--- src/pcp_cfg_map.vh ---
// Function
// RULE1: Power field 01 powers down, 00 runs.
// RULE2: Bypass bit set skips the VCO divider.
// RULE3: Source bit 0 routes external CLK input.
// RULE4: Polarity bit 0 positive, 1 negative.
// RULE5: Settings apply only after update write 0x01.
// RULE6: Two-bit field selects antibacklash pulse width.
// RULE7: Pump mode: hiz, normal, up, down.
// RULE8: Pump current: eight steps, 600 uA-4.8 mA.
// RULE9: Software calibrates VCO on setup, frequency change.
// RULE10: Reference present, divider running during calibration.
// RULE11: External oscillator below 1600 MHz: run, bypass.
// RULE12: Polarity matters only with external oscillator.
// RULE13: Calibration bit cleared, committed, set, committed.
// RULE14: Source bit 1 routes internal oscillator.
// RULE15: Staged fields all move active on commit.
`ifndef PCP_CFG_MAP_VH
`define PCP_CFG_MAP_VH

// =====================================================
// Register indices (byte address is four times index)
`define PCP_IDX_PWR_POL_PUMP 10'h010
`define PCP_IDX_ABL_WIDTH 10'h017
`define PCP_IDX_VCO_CAL 10'h018
`define PCP_IDX_DIST_SRC 10'h1e1
`define PCP_IDX_COMMIT 10'h232
`define PCP_IDX_CP_CURRENT 10'h300
`define PCP_IDX_ACTIVE_STATUS 10'h301

// =====================================================
// Field positions
`define PCP_F_PWR_LO 0
`define PCP_F_PWR_HI 1
`define PCP_F_CPMODE_LO 4
`define PCP_F_CPMODE_HI 6
`define PCP_F_POL 7
`define PCP_F_ABL_LO 0
`define PCP_F_ABL_HI 1
`define PCP_F_CAL 0
`define PCP_F_BYPASS 0
`define PCP_F_SRC 1
`define PCP_F_COMMIT 0
`define PCP_F_CPCUR_LO 0
`define PCP_F_CPCUR_HI 2

// =====================================================
// Encodings and reset values
`define PCP_PWR_RUN 2'h0
`define PCP_PWR_DOWN 2'h1
`define PCP_RST_PWR 2'h1
`define PCP_RST_POL 1'h0
`define PCP_RST_CPMODE 3'h0
`define PCP_RST_ABL 2'h0
`define PCP_RST_CAL 1'h0
`define PCP_RST_BYPASS 1'h0
`define PCP_RST_SRC 1'h0
`define PCP_RST_CPCUR 3'h0
`define PCP_CP_HIZ 3'h0
`define PCP_CP_UP 3'h1
`define PCP_CP_DOWN 3'h2
`define PCP_CP_NORMAL 3'h3
`define PCP_CP_STEP_UA 13'h0258

// =====================================================
// Bus answers
`define PCP_RESP_OKAY 2'h0
`define PCP_RESP_SLVERR 2'h2

`endif

--- src/pcp_cfg_top.v ---
`timescale 1ns/100ps
`include "pcp_cfg_map.vh"
// PLL and clock path configuration with AXI4-Lite access
module pcp_cfg_top (
	input wire mclk_in,
	input wire rst_in,
	input wire [11:0] s_axi_awaddr_in,
	input wire s_axi_awvalid_in,
	output reg s_axi_awready_out,
	input wire [31:0] s_axi_wdata_in,
	input wire [3:0] s_axi_wstrb_in,
	input wire s_axi_wvalid_in,
	output reg s_axi_wready_out,
	output reg [1:0] s_axi_bresp_out,
	output reg s_axi_bvalid_out,
	input wire s_axi_bready_in,
	input wire [11:0] s_axi_araddr_in,
	input wire s_axi_arvalid_in,
	output reg s_axi_arready_out,
	output reg [31:0] s_axi_rdata_out,
	output reg [1:0] s_axi_rresp_out,
	output reg s_axi_rvalid_out,
	input wire s_axi_rready_in,
	output reg pll_power_down_out,
	output reg pll_running_out,
	output reg div_bypass_out,
	output reg src_internal_osc_out,
	output reg src_ext_clk_out,
	output reg pfd_negative_out,
	output reg [1:0] abl_width_out,
	output reg cp_hiz_out,
	output reg cp_normal_out,
	output reg cp_force_up_out,
	output reg cp_force_down_out,
	output reg [2:0] cp_current_code_out,
	output reg [12:0] cp_current_ua_out,
	output reg vco_cal_start_out
);

	// =====================================================
	// Byte addresses
	localparam [11:0] A_PPC = {`PCP_IDX_PWR_POL_PUMP, 2'b00};
	localparam [11:0] A_ABL = {`PCP_IDX_ABL_WIDTH, 2'b00};
	localparam [11:0] A_CAL = {`PCP_IDX_VCO_CAL, 2'b00};
	localparam [11:0] A_SRC = {`PCP_IDX_DIST_SRC, 2'b00};
	localparam [11:0] A_COMMIT = {`PCP_IDX_COMMIT, 2'b00};
	localparam [11:0] A_CPCUR = {`PCP_IDX_CP_CURRENT, 2'b00};
	localparam [11:0] A_STAT = {`PCP_IDX_ACTIVE_STATUS, 2'b00};

	// =====================================================
	// Write channel state
	reg aw_held, w_held, w_lane0, next_aw_held, next_w_held, next_bvalid;
	reg [11:0] aw_addr;
	reg [31:0] w_data;
	wire aw_take, w_take, wr_exec, wr_ok, commit, wr_ppc, wr_abl, wr_cal, wr_src, wr_cpcur;
	wire [11:0] wr_word;

	// Field copies
	wire [1:0] pwr_s, pwr_a, abl_s, abl_a;
	wire [2:0] cpm_s, cpm_a, cur_s, cur_a;
	wire pol_s, pol_a, cal_s, cal_a, byp_s, byp_a, src_s, src_a;
	reg cal_a_q;

	// Read channel state
	reg next_rvalid;
	reg [31:0] next_rdata;
	reg [1:0] next_rresp;
	wire ar_take;
	wire [11:0] rd_word;

	assign aw_take = s_axi_awvalid_in & s_axi_awready_out;
	assign w_take = s_axi_wvalid_in & s_axi_wready_out;
	assign wr_exec = aw_held & w_held & ~s_axi_bvalid_out;
	assign wr_word = {aw_addr[11:2], 2'b00};
	assign wr_ok = wr_exec & w_lane0;
	assign rd_word = {s_axi_araddr_in[11:2], 2'b00};
	assign ar_take = s_axi_arvalid_in & s_axi_arready_out;

	// Per-register write strobes into staging copies
	assign wr_ppc = wr_ok & (wr_word == A_PPC);
	assign wr_abl = wr_ok & (wr_word == A_ABL);
	assign wr_cal = wr_ok & (wr_word == A_CAL);
	assign wr_src = wr_ok & (wr_word == A_SRC);
	assign wr_cpcur = wr_ok & (wr_word == A_CPCUR);
	// Update write with bit 0 set commits everything
	assign commit = wr_ok & (wr_word == A_COMMIT) & w_data[`PCP_F_COMMIT]; // RULE5

	// =====================================================
	// Write address and data capture, either order
	always @* begin
		next_aw_held = aw_held;
		next_w_held = w_held;
		next_bvalid = s_axi_bvalid_out;
		if (aw_take) begin
			next_aw_held = 1'b1;
		end
		if (w_take) begin
			next_w_held = 1'b1;
		end
		if (wr_exec) begin
			next_aw_held = 1'b0;
			next_w_held = 1'b0;
			next_bvalid = 1'b1;
		end else if (s_axi_bvalid_out & s_axi_bready_in) begin
			next_bvalid = 1'b0;
		end
	end

	// Write channel registers
	always @(posedge mclk_in) begin
		if (rst_in) begin
			aw_held <= 1'b0;
			w_held <= 1'b0;
			aw_addr <= 12'h000;
			w_data <= 32'h00000000;
			w_lane0 <= 1'b0;
			s_axi_awready_out <= 1'b0;
			s_axi_wready_out <= 1'b0;
			s_axi_bvalid_out <= 1'b0;
			s_axi_bresp_out <= `PCP_RESP_OKAY;
		end else begin
			aw_held <= next_aw_held;
			w_held <= next_w_held;
			s_axi_bvalid_out <= next_bvalid;
			s_axi_awready_out <= ~next_aw_held & ~next_bvalid;
			s_axi_wready_out <= ~next_w_held & ~next_bvalid;
			if (aw_take) begin
				aw_addr <= s_axi_awaddr_in;
			end
			if (w_take) begin
				w_data <= s_axi_wdata_in;
				w_lane0 <= s_axi_wstrb_in[0];
			end
			if (wr_exec) begin
				case (wr_word)
					A_PPC, A_ABL, A_CAL, A_SRC, A_COMMIT, A_CPCUR, A_STAT: begin
						s_axi_bresp_out <= `PCP_RESP_OKAY;
					end
					default: begin
						s_axi_bresp_out <= `PCP_RESP_SLVERR;
					end
				endcase
			end
		end
	end

	// =====================================================
	// Staged fields, one cell each
	pcp_stage_cell #(.W(2), .RST(`PCP_RST_PWR)) u_pwr (
		.mclk_in(mclk_in),
		.rst_in(rst_in),
		.wr_in(wr_ppc),
		.wdata_in(w_data[`PCP_F_PWR_HI:`PCP_F_PWR_LO]),
		.commit_in(commit),
		.staged_out(pwr_s),
		.active_out(pwr_a)
	);

	pcp_stage_cell #(.W(1), .RST(`PCP_RST_POL)) u_pol (
		.mclk_in(mclk_in),
		.rst_in(rst_in),
		.wr_in(wr_ppc),
		.wdata_in(w_data[`PCP_F_POL]),
		.commit_in(commit),
		.staged_out(pol_s),
		.active_out(pol_a)
	);

	pcp_stage_cell #(.W(3), .RST(`PCP_RST_CPMODE)) u_cpm (
		.mclk_in(mclk_in),
		.rst_in(rst_in),
		.wr_in(wr_ppc),
		.wdata_in(w_data[`PCP_F_CPMODE_HI:`PCP_F_CPMODE_LO]),
		.commit_in(commit),
		.staged_out(cpm_s),
		.active_out(cpm_a)
	);

	pcp_stage_cell #(.W(2), .RST(`PCP_RST_ABL)) u_abl (
		.mclk_in(mclk_in),
		.rst_in(rst_in),
		.wr_in(wr_abl),
		.wdata_in(w_data[`PCP_F_ABL_HI:`PCP_F_ABL_LO]),
		.commit_in(commit),
		.staged_out(abl_s),
		.active_out(abl_a)
	);

	pcp_stage_cell #(.W(1), .RST(`PCP_RST_CAL)) u_cal (
		.mclk_in(mclk_in),
		.rst_in(rst_in),
		.wr_in(wr_cal),
		.wdata_in(w_data[`PCP_F_CAL]),
		.commit_in(commit),
		.staged_out(cal_s),
		.active_out(cal_a)
	);

	pcp_stage_cell #(.W(1), .RST(`PCP_RST_BYPASS)) u_byp (
		.mclk_in(mclk_in),
		.rst_in(rst_in),
		.wr_in(wr_src),
		.wdata_in(w_data[`PCP_F_BYPASS]),
		.commit_in(commit),
		.staged_out(byp_s),
		.active_out(byp_a)
	);

	pcp_stage_cell #(.W(1), .RST(`PCP_RST_SRC)) u_src (
		.mclk_in(mclk_in),
		.rst_in(rst_in),
		.wr_in(wr_src),
		.wdata_in(w_data[`PCP_F_SRC]),
		.commit_in(commit),
		.staged_out(src_s),
		.active_out(src_a)
	);

	pcp_stage_cell #(.W(3), .RST(`PCP_RST_CPCUR)) u_cur (
		.mclk_in(mclk_in),
		.rst_in(rst_in),
		.wr_in(wr_cpcur),
		.wdata_in(w_data[`PCP_F_CPCUR_HI:`PCP_F_CPCUR_LO]),
		.commit_in(commit),
		.staged_out(cur_s),
		.active_out(cur_a)
	);

	// =====================================================
	// Read mux: setting registers show staged copy
	always @* begin
		next_rdata = 32'h00000000;
		next_rresp = `PCP_RESP_OKAY;
		case (rd_word)
			A_PPC: begin
				next_rdata[`PCP_F_PWR_HI:`PCP_F_PWR_LO] = pwr_s;
				next_rdata[`PCP_F_CPMODE_HI:`PCP_F_CPMODE_LO] = cpm_s;
				next_rdata[`PCP_F_POL] = pol_s;
			end
			A_ABL: begin
				next_rdata[`PCP_F_ABL_HI:`PCP_F_ABL_LO] = abl_s;
			end
			A_CAL: begin
				next_rdata[`PCP_F_CAL] = cal_s;
			end
			A_SRC: begin
				next_rdata[`PCP_F_BYPASS] = byp_s;
				next_rdata[`PCP_F_SRC] = src_s;
			end
			A_COMMIT: begin
				next_rdata = 32'h00000000; // Self-clearing
			end
			A_CPCUR: begin
				next_rdata[`PCP_F_CPCUR_HI:`PCP_F_CPCUR_LO] = cur_s;
			end
			A_STAT: begin
				next_rdata[13:0] = {cur_a, cal_a, abl_a, src_a, byp_a, pol_a, cpm_a, pwr_a};
			end
			default: begin
				next_rresp = `PCP_RESP_SLVERR;
			end
		endcase
	end

	// Read valid tracking
	always @* begin
		next_rvalid = s_axi_rvalid_out;
		if (ar_take) begin
			next_rvalid = 1'b1;
		end else if (s_axi_rvalid_out & s_axi_rready_in) begin
			next_rvalid = 1'b0;
		end
	end

	// Read channel registers
	always @(posedge mclk_in) begin
		if (rst_in) begin
			s_axi_arready_out <= 1'b0;
			s_axi_rvalid_out <= 1'b0;
			s_axi_rdata_out <= 32'h00000000;
			s_axi_rresp_out <= `PCP_RESP_OKAY;
		end else begin
			s_axi_rvalid_out <= next_rvalid;
			s_axi_arready_out <= ~next_rvalid;
			if (ar_take) begin
				s_axi_rdata_out <= next_rdata;
				s_axi_rresp_out <= next_rresp;
			end
		end
	end

	// =====================================================
	// Decode of active copy onto control outputs
	always @(posedge mclk_in) begin
		if (rst_in) begin
			pll_power_down_out <= 1'b1;
			pll_running_out <= 1'b0;
			div_bypass_out <= 1'b0;
			src_internal_osc_out <= 1'b0;
			src_ext_clk_out <= 1'b1;
			pfd_negative_out <= 1'b0;
			abl_width_out <= `PCP_RST_ABL;
			cp_hiz_out <= 1'b1;
			cp_normal_out <= 1'b0;
			cp_force_up_out <= 1'b0;
			cp_force_down_out <= 1'b0;
			cp_current_code_out <= `PCP_RST_CPCUR;
			cp_current_ua_out <= `PCP_CP_STEP_UA;
			cal_a_q <= `PCP_RST_CAL;
			vco_cal_start_out <= 1'b0;
		end else begin
			// Only 00 runs; 01 and unused codes power down
			pll_running_out <= (pwr_a == `PCP_PWR_RUN); // RULE1
			pll_power_down_out <= (pwr_a != `PCP_PWR_RUN); // RULE1
			div_bypass_out <= byp_a; // RULE2
			src_ext_clk_out <= ~src_a; // RULE3
			src_internal_osc_out <= src_a; // RULE14
			// Internal oscillator forces positive polarity
			pfd_negative_out <= pol_a & ~src_a; // RULE4 RULE12
			abl_width_out <= abl_a; // RULE6
			// Unused pump codes fall back to high impedance
			cp_normal_out <= (cpm_a == `PCP_CP_NORMAL); // RULE7
			cp_force_up_out <= (cpm_a == `PCP_CP_UP); // RULE7
			cp_force_down_out <= (cpm_a == `PCP_CP_DOWN); // RULE7
			cp_hiz_out <= (cpm_a != `PCP_CP_NORMAL) & (cpm_a != `PCP_CP_UP) &
				(cpm_a != `PCP_CP_DOWN); // RULE7
			// Nominal current is one step per code plus one
			cp_current_code_out <= cur_a; // RULE8
			cp_current_ua_out <= `PCP_CP_STEP_UA * {10'h000, cur_a} + `PCP_CP_STEP_UA; // RULE8
			// Calibration starts on committed 0 to 1 edge
			cal_a_q <= cal_a;
			vco_cal_start_out <= cal_a & ~cal_a_q; // RULE13
		end
	end

endmodule // pcp_cfg_top

--- src/pcp_stage_cell.v ---
`timescale 1ns/100ps
// Staging copy plus active copy of one field
module pcp_stage_cell #(
	parameter W = 1,
	parameter [W-1:0] RST = {W{1'b0}}
) (
	input wire mclk_in,
	input wire rst_in,
	input wire wr_in,
	input wire [W-1:0] wdata_in,
	input wire commit_in,
	output reg [W-1:0] staged_out,
	output reg [W-1:0] active_out
);

	// Software writes land in the staging copy only
	always @(posedge mclk_in) begin
		if (rst_in) begin
			staged_out <= RST;
		end else if (wr_in) begin
			staged_out <= wdata_in;
		end
	end

	// Commit moves staged value to active copy
	always @(posedge mclk_in) begin
		if (rst_in) begin
			active_out <= RST;
		end else if (commit_in) begin
			active_out <= staged_out; // RULE15
		end
	end

endmodule // pcp_stage_cell

--- config.mk ---
export PLATFORM = sky130hd
export DESIGN_NAME = pcp_cfg_top
export DESIGN_NICKNAME = d
export VERILOG_FILES = /design/src/pcp_cfg_top.v /design/src/pcp_stage_cell.v
export VERILOG_INCLUDE_DIRS = /design/src /design/src/src
export SDC_FILE = /design/constraint.sdc
export NUM_CORES = 1
export LEC_CHECK = 0
export ABC_AREA = 1
export BUFFER_PORTS_ARGS = -buffer_cell sky130_fd_sc_hd__clkbuf_2
export CORE_UTILIZATION = 50
export CTS_BUF_LIST = sky130_fd_sc_hd__clkbuf_4 sky130_fd_sc_hd__clkbuf_8
export DETAILED_ROUTE_END_ITERATION = 7
export GPL_TIMING_DRIVEN = 0
export PLACE_DENSITY = 0.77
export REMOVE_ABC_BUFFERS = 1
export SYNTH_ARGS = -nofsm -noshare
export SYNTH_HDL_FRONTEND = slang
export SYNTH_SLANG_ARGS = --single-unit
--- constraint.sdc ---
create_clock -name mclk_in -period 3.4 [get_ports mclk_in]
set_clock_uncertainty 0.15 [all_clocks]
set_input_delay 0.68 -clock mclk_in [delete_from_list [all_inputs] [get_ports mclk_in]]
set_output_delay 0.68 -clock mclk_in [all_outputs]
set_load 0.01 [all_outputs]
* After elaboration in Yosys (flattened, before gate mapping)
Cells that the tools add are included.
W data, S select, Z words.
** Storage, ports and cells
- Register bits :: 104
- Latch bits :: 0
- Memory bits (writable) :: 0
- Memory bits (read-only) :: 0
- Input port bits :: 67
- Output and inout port bits :: 70
- Word-level logic and storage cells :: 114
- Memories kept :: 0
** Cells by class
- Add/sub/neg operators :: 1
- Multiply operators :: 1
- Div/mod/pow operators :: 0
- $lt $le $gt $ge :: 0
- Equality and inequality tests :: 20
- Shift operators :: 0
- Mux-type cells :: 16
- Bitwise gates (word level) :: 28
- Reductions and logical operators :: 4
** Operators by type and width (number)
- $eq A10 B10 Y1 const B :: 6
- $eq A10 B5 Y1 const B :: 6
- $and A1 B1 Y1 :: 21
- $eq A10 B9 Y1 const B :: 2
- $reduce_or A7 Y1 :: 2
- $add A13 B10 Y13 const B :: 1
- $mul A7 B3 Y10 const A :: 1
- $mux W1 :: 9
- $pmux W4 S2 :: 1
- $not A1 Y1 :: 7
- $eq A3 B2 Y1 const B :: 2
- $mux W6 :: 1
- $ne A3 B2 Y1 const B :: 2
- $pmux W1 S6 :: 1
- $pmux W1 S5 :: 1
- $mux W2 :: 2
- $eq A3 B1 Y1 const B :: 1
- $ne A3 B1 Y1 const B :: 1
- $logic_not A2 Y1 :: 1
- $pmux W1 S2 :: 1
- $reduce_bool A2 Y1 :: 1

* Longest topological paths before layout
- Depth after elaboration :: 5
- Gate-level depth with buffers :: 12
- Gate-level depth less buffers :: 12

* Hierarchy
From an unflattened synthesis, not the netlist that was laid out.
** Unflattened totals
- Cell total of the unflattened synthesis :: 596
- Area total of the unflattened synthesis :: 4251.6 um2
** Modules (own cells, without submodules)
- pcp_cfg_top :: instances 1, cells an instance 422, area each 3123.0 um2, sequential area each 1361.3 um2
- pcp_stage_cell (u_cpm ...) :: instances 2, cells an instance 37, area each 236.5 um2, sequential area each 120.1 um2
- pcp_stage_cell (u_byp ...) :: instances 4, cells an instance 13, area each 83.8 um2, sequential area each 40.0 um2
- pcp_stage_cell (u_abl) :: instances 1, cells an instance 25, area each 163.9 um2, sequential area each 80.1 um2
- pcp_stage_cell (u_pwr) :: instances 1, cells an instance 23, area each 156.4 um2, sequential area each 80.1 um2

* Least setup slack after synthesis
No wires, ideal clock.
- Path kind :: register to register
- Start point :: register u_cur.active_out[2]
- End point :: register cp_current_ua_out[12]
- Setup time :: 0.115 ns
- Arrival time :: 1.932 ns
- Required time :: 3.135 ns
- Slack :: 1.203 ns
- Stages on the path, launching flop included :: 11
- Path buffers :: 0
- Period minus slack after synthesis :: 2.197 ns
- Path through :: dfxtp_1 > ha_1 > ha_1 > fa_1 > nor2_1 > nor2_2 > nand3_2 > nand2_1 > nand3_1 > nand2_1 > nor2_1
** Between the ends
- Longest elaborated chain between the ends :: 2
** Ends and longest elaborated chain
- start: declaration :: line pcp_stage_cell.v:13 : output reg [W-1:0] active_out
- start signal: assignment :: line pcp_stage_cell.v:30 : active_out <= staged_out;
- $mul A7 B3 Y10 (no line)
- $add A13 B10 Y13 (no line)
- end signal: assignment :: line pcp_cfg_top.v:308 : cp_current_ua_out <= `PCP_CP_STEP_UA;
- end signal: assignment :: line pcp_cfg_top.v:329 : cp_current_ua_out <= `PCP_CP_STEP_UA * {10'h000, cur_a} + `PCP_CP_STEP_UA;
- end: declaration :: line pcp_cfg_top.v:36 : output reg [12:0] cp_current_ua_out,
Every way passes these cells.
A chain may end at the register's enable or synchronous reset.

* Worst setup path after layout
- Start point :: register u_cur.active_out[2]
- End point :: register cp_current_ua_out[10]
The elaborated chain is that of the path after synthesis.

==> impl_metrics.tcl <==
set metrics [dict create \
    track_usage 0.206 \
    switchingPower_mw 0.571 \
    synthesis.area_mm2 0.00422 \
    cp_top_family "adder cells" \
    internal-power_mw 1.50 \
    path_max_fanout 8 \
    peakVddDrop_v 0.000251 \
    netlist_instances 548 \
    utilization 0.589 \
    fin_crit_ns 2.49 \
    path_clk_slew_ns 0.10 \
    worst_pin_slew_ns 0.840 \
    htree_levels 3 \
    drive_gt1_frac 0.215 \
    grt_pass1_wl_mm 14.4 \
    layout.cells.non_filler 734 \
    yosysWarnings 0 \
    crit_arrival_ns 2.62 \
    cp_num_buf_inv 0 \
    post-route-period-util 0.732 \
    numCtsBuffers 9 \
    n_antenna_cell 0 \
    cp_common_cell "nand2_1" \
    timing_hold_violations_final 0 \
    synth_seq_area_share 0.455 \
    antenna_found_initial 0 \
    startpoint_type "flop" \
    vias_per_cell 4.96 \
    clockRootBuffer "clkbuf_8" \
    wl_mm 8.60 \
    drv_slew 0 \
    synthTopCellsByArea "dfxtp_1 46%, nor2_1 7.0%, nand2_1 6.4%" \
    critPathMaxStageDelay_ns 0.52 \
    start_util 0.517 \
    swShare 0.276 \
    cp-end-kind "flop" \
    setup_ws_ns 0.911 \
    netlist.area_leader.share 0.455 \
    ys_ff_latch 96 \
    p_seq_frac 0.571 \
    area_growth_pct 14.0 \
    overflow 0 \
    cts_hold_buf 0 \
    dp_cells 718 \
    numClockSinks 96 \
    synth_edf_count 0 \
    status "completed" \
    clk_latency_ns 0.37 \
    core_area_mm2 0.00818 \
    cp.required_ns 3.53 \
    clockBufferDepth 2 \
    grt_pass1_vias 3376 \
    drt-wirelength-per-cell_um 11.7 \
    path_cells "ha_1 -> ha_1 -> fa_1 -> nand3_1 -> nand2_1 -> nor2_2 -> nand3_2 -> nand2_1 -> nand2_1 -> a21oi_1" \
    combPwrFrac 0.089 \
    final_common_cell "dfxtp_1" \
    worstHoldPathType "reg -> reg" \
    row_count 33 \
    dieArea_mm2 0.00882 \
    drc 0 \
    fillers 763 \
    synth_top_area_cell "dfxtp_1" \
    cts_resized 0 \
    io_pins 137 \
    ant_nets 0 \
    ys.flop_type "dfxtp_1" \
    finalSetupTns_ns 0 \
    cap_violations 0 \
    final_cell_mix "96 x dfxtp_1, 81 x clkbuf_2, 79 x nor2_1, 72 x nand2_1, 61 x inv_1" \
    relSlewSlack 0.439 \
    dr.pass1.iters 4 \
    setup_violations 0 \
    cts_setup_buffers 0 \
    crit_type "reg -> reg" \
    hpwl_mm 6.33 \
    synthDistinctLibCells 34 \
    syn_avg_cell_area_um2 7.71 \
    clock_power_share 0.341 \
    totalPowerFinal_mw 2.07 \
    critPathSlowestCell "dfxtp_1" \
    p_per_area_mw_per_mm2 431 \
    cts_tree "built" \
    leakage_nw 2.26 \
    grt_max_degree 35 \
    port_buffers 81 \
    globalplace.congestion 0.846 \
    rsz0062_at_grt "false" \
    fmax_mhz 402 \
    drt_iter0_drc 200 \
    vias 3644 \
    nets 699 \
    die_height_um 93.9 \
    dp_slack_ns 0.633 \
    dieWidth_um 93.9 \
    async_flop_share 0 \
]
## worst paths after layout
path	from	end	slack, ns	cells after the start
worst max-delay path	u_cur.active_out[2]$_SDFFE_PP0P_	cp_current_ua_out[10]$_SDFF_PP0_	0.91	10
worst min-delay path	cal_a_q$_SDFF_PP0_	vco_cal_start_out$_SDFF_PP0_	0.25	1
worst max register to register	u_cur.active_out[2]$_SDFFE_PP0P_	cp_current_ua_out[10]$_SDFF_PP0_	0.91	10
worst min register to register	cal_a_q$_SDFF_PP0_	vco_cal_start_out$_SDFF_PP0_	0.25	1
## through the flow
stage	cell area, um^2	hold WS (ns)
after CTS	4810	0.254
final	4810	0.250
after global routing	4810	0.292
after floorplan	4060	0.224
after global placement	4600	0.237
after detailed placement	4630	0.241
## layer usage
metal  track usage  up-vias  share of wire
li1              -     1896              -
met1         0.238     1652           0.45
met2         0.372       82           0.49
met3        0.0340       14          0.043
met4        0.0910        0          0.015
met5             0        -              0
## power by group through the flow
stage               clock (mW)  combinational [mW]  sequential (mW)
floorplan                    0               0.106             1.21
global placement             0               0.176             1.21
detailed placement           0               0.183             1.21
CTS                      0.721               0.184             1.18
global route             0.765               0.211             1.19
finish                   0.706               0.184             1.18
## kinds of logic after synthesis
group | synth area share
DFF | 0.455
other | 0.000888
and+or+nand+nor | 0.245
buffers and inverters | 0.119
AOI/OAI and AO/OA | 0.154
adders and majority gates | 0.0255
## registers in the layout, indices dropped and copies added (netlist names), 3 cells and up
register             flops
s_axi_rdata_out         14
aw_addr                 10
cp_current_ua_out       10
w_data                   7
cp_current_code_out      3
u_cpm.active_out         3
u_cpm.staged_out         3
u_cur.active_out         3
u_cur.staged_out         3
## layout make-up
cell class                 count  area [um^2]  area share
clock buffer                   9          124      0.0257
clock inverter                 7         63.8      0.0133
inverter                      69          260      0.0541
multi-input combinational    366         1880       0.390
sequential                    96         1920       0.399
timing repair buffer          82          433      0.0899
tap                          105          131      0.0273
## Yosys cell counts, drive strengths merged (4+ instances only)
library cell	instances
o21ai	56
a21oi	34
nand2	78
nand3	27
a211oi	14
dfxtp	96
nand4	8
ha	7
buf	27
nor3	15
clkbuf	12
nor4	4
inv	68
nor2	89
o211ai	7
Note: power is estimated with default switching activity, not from simulation.
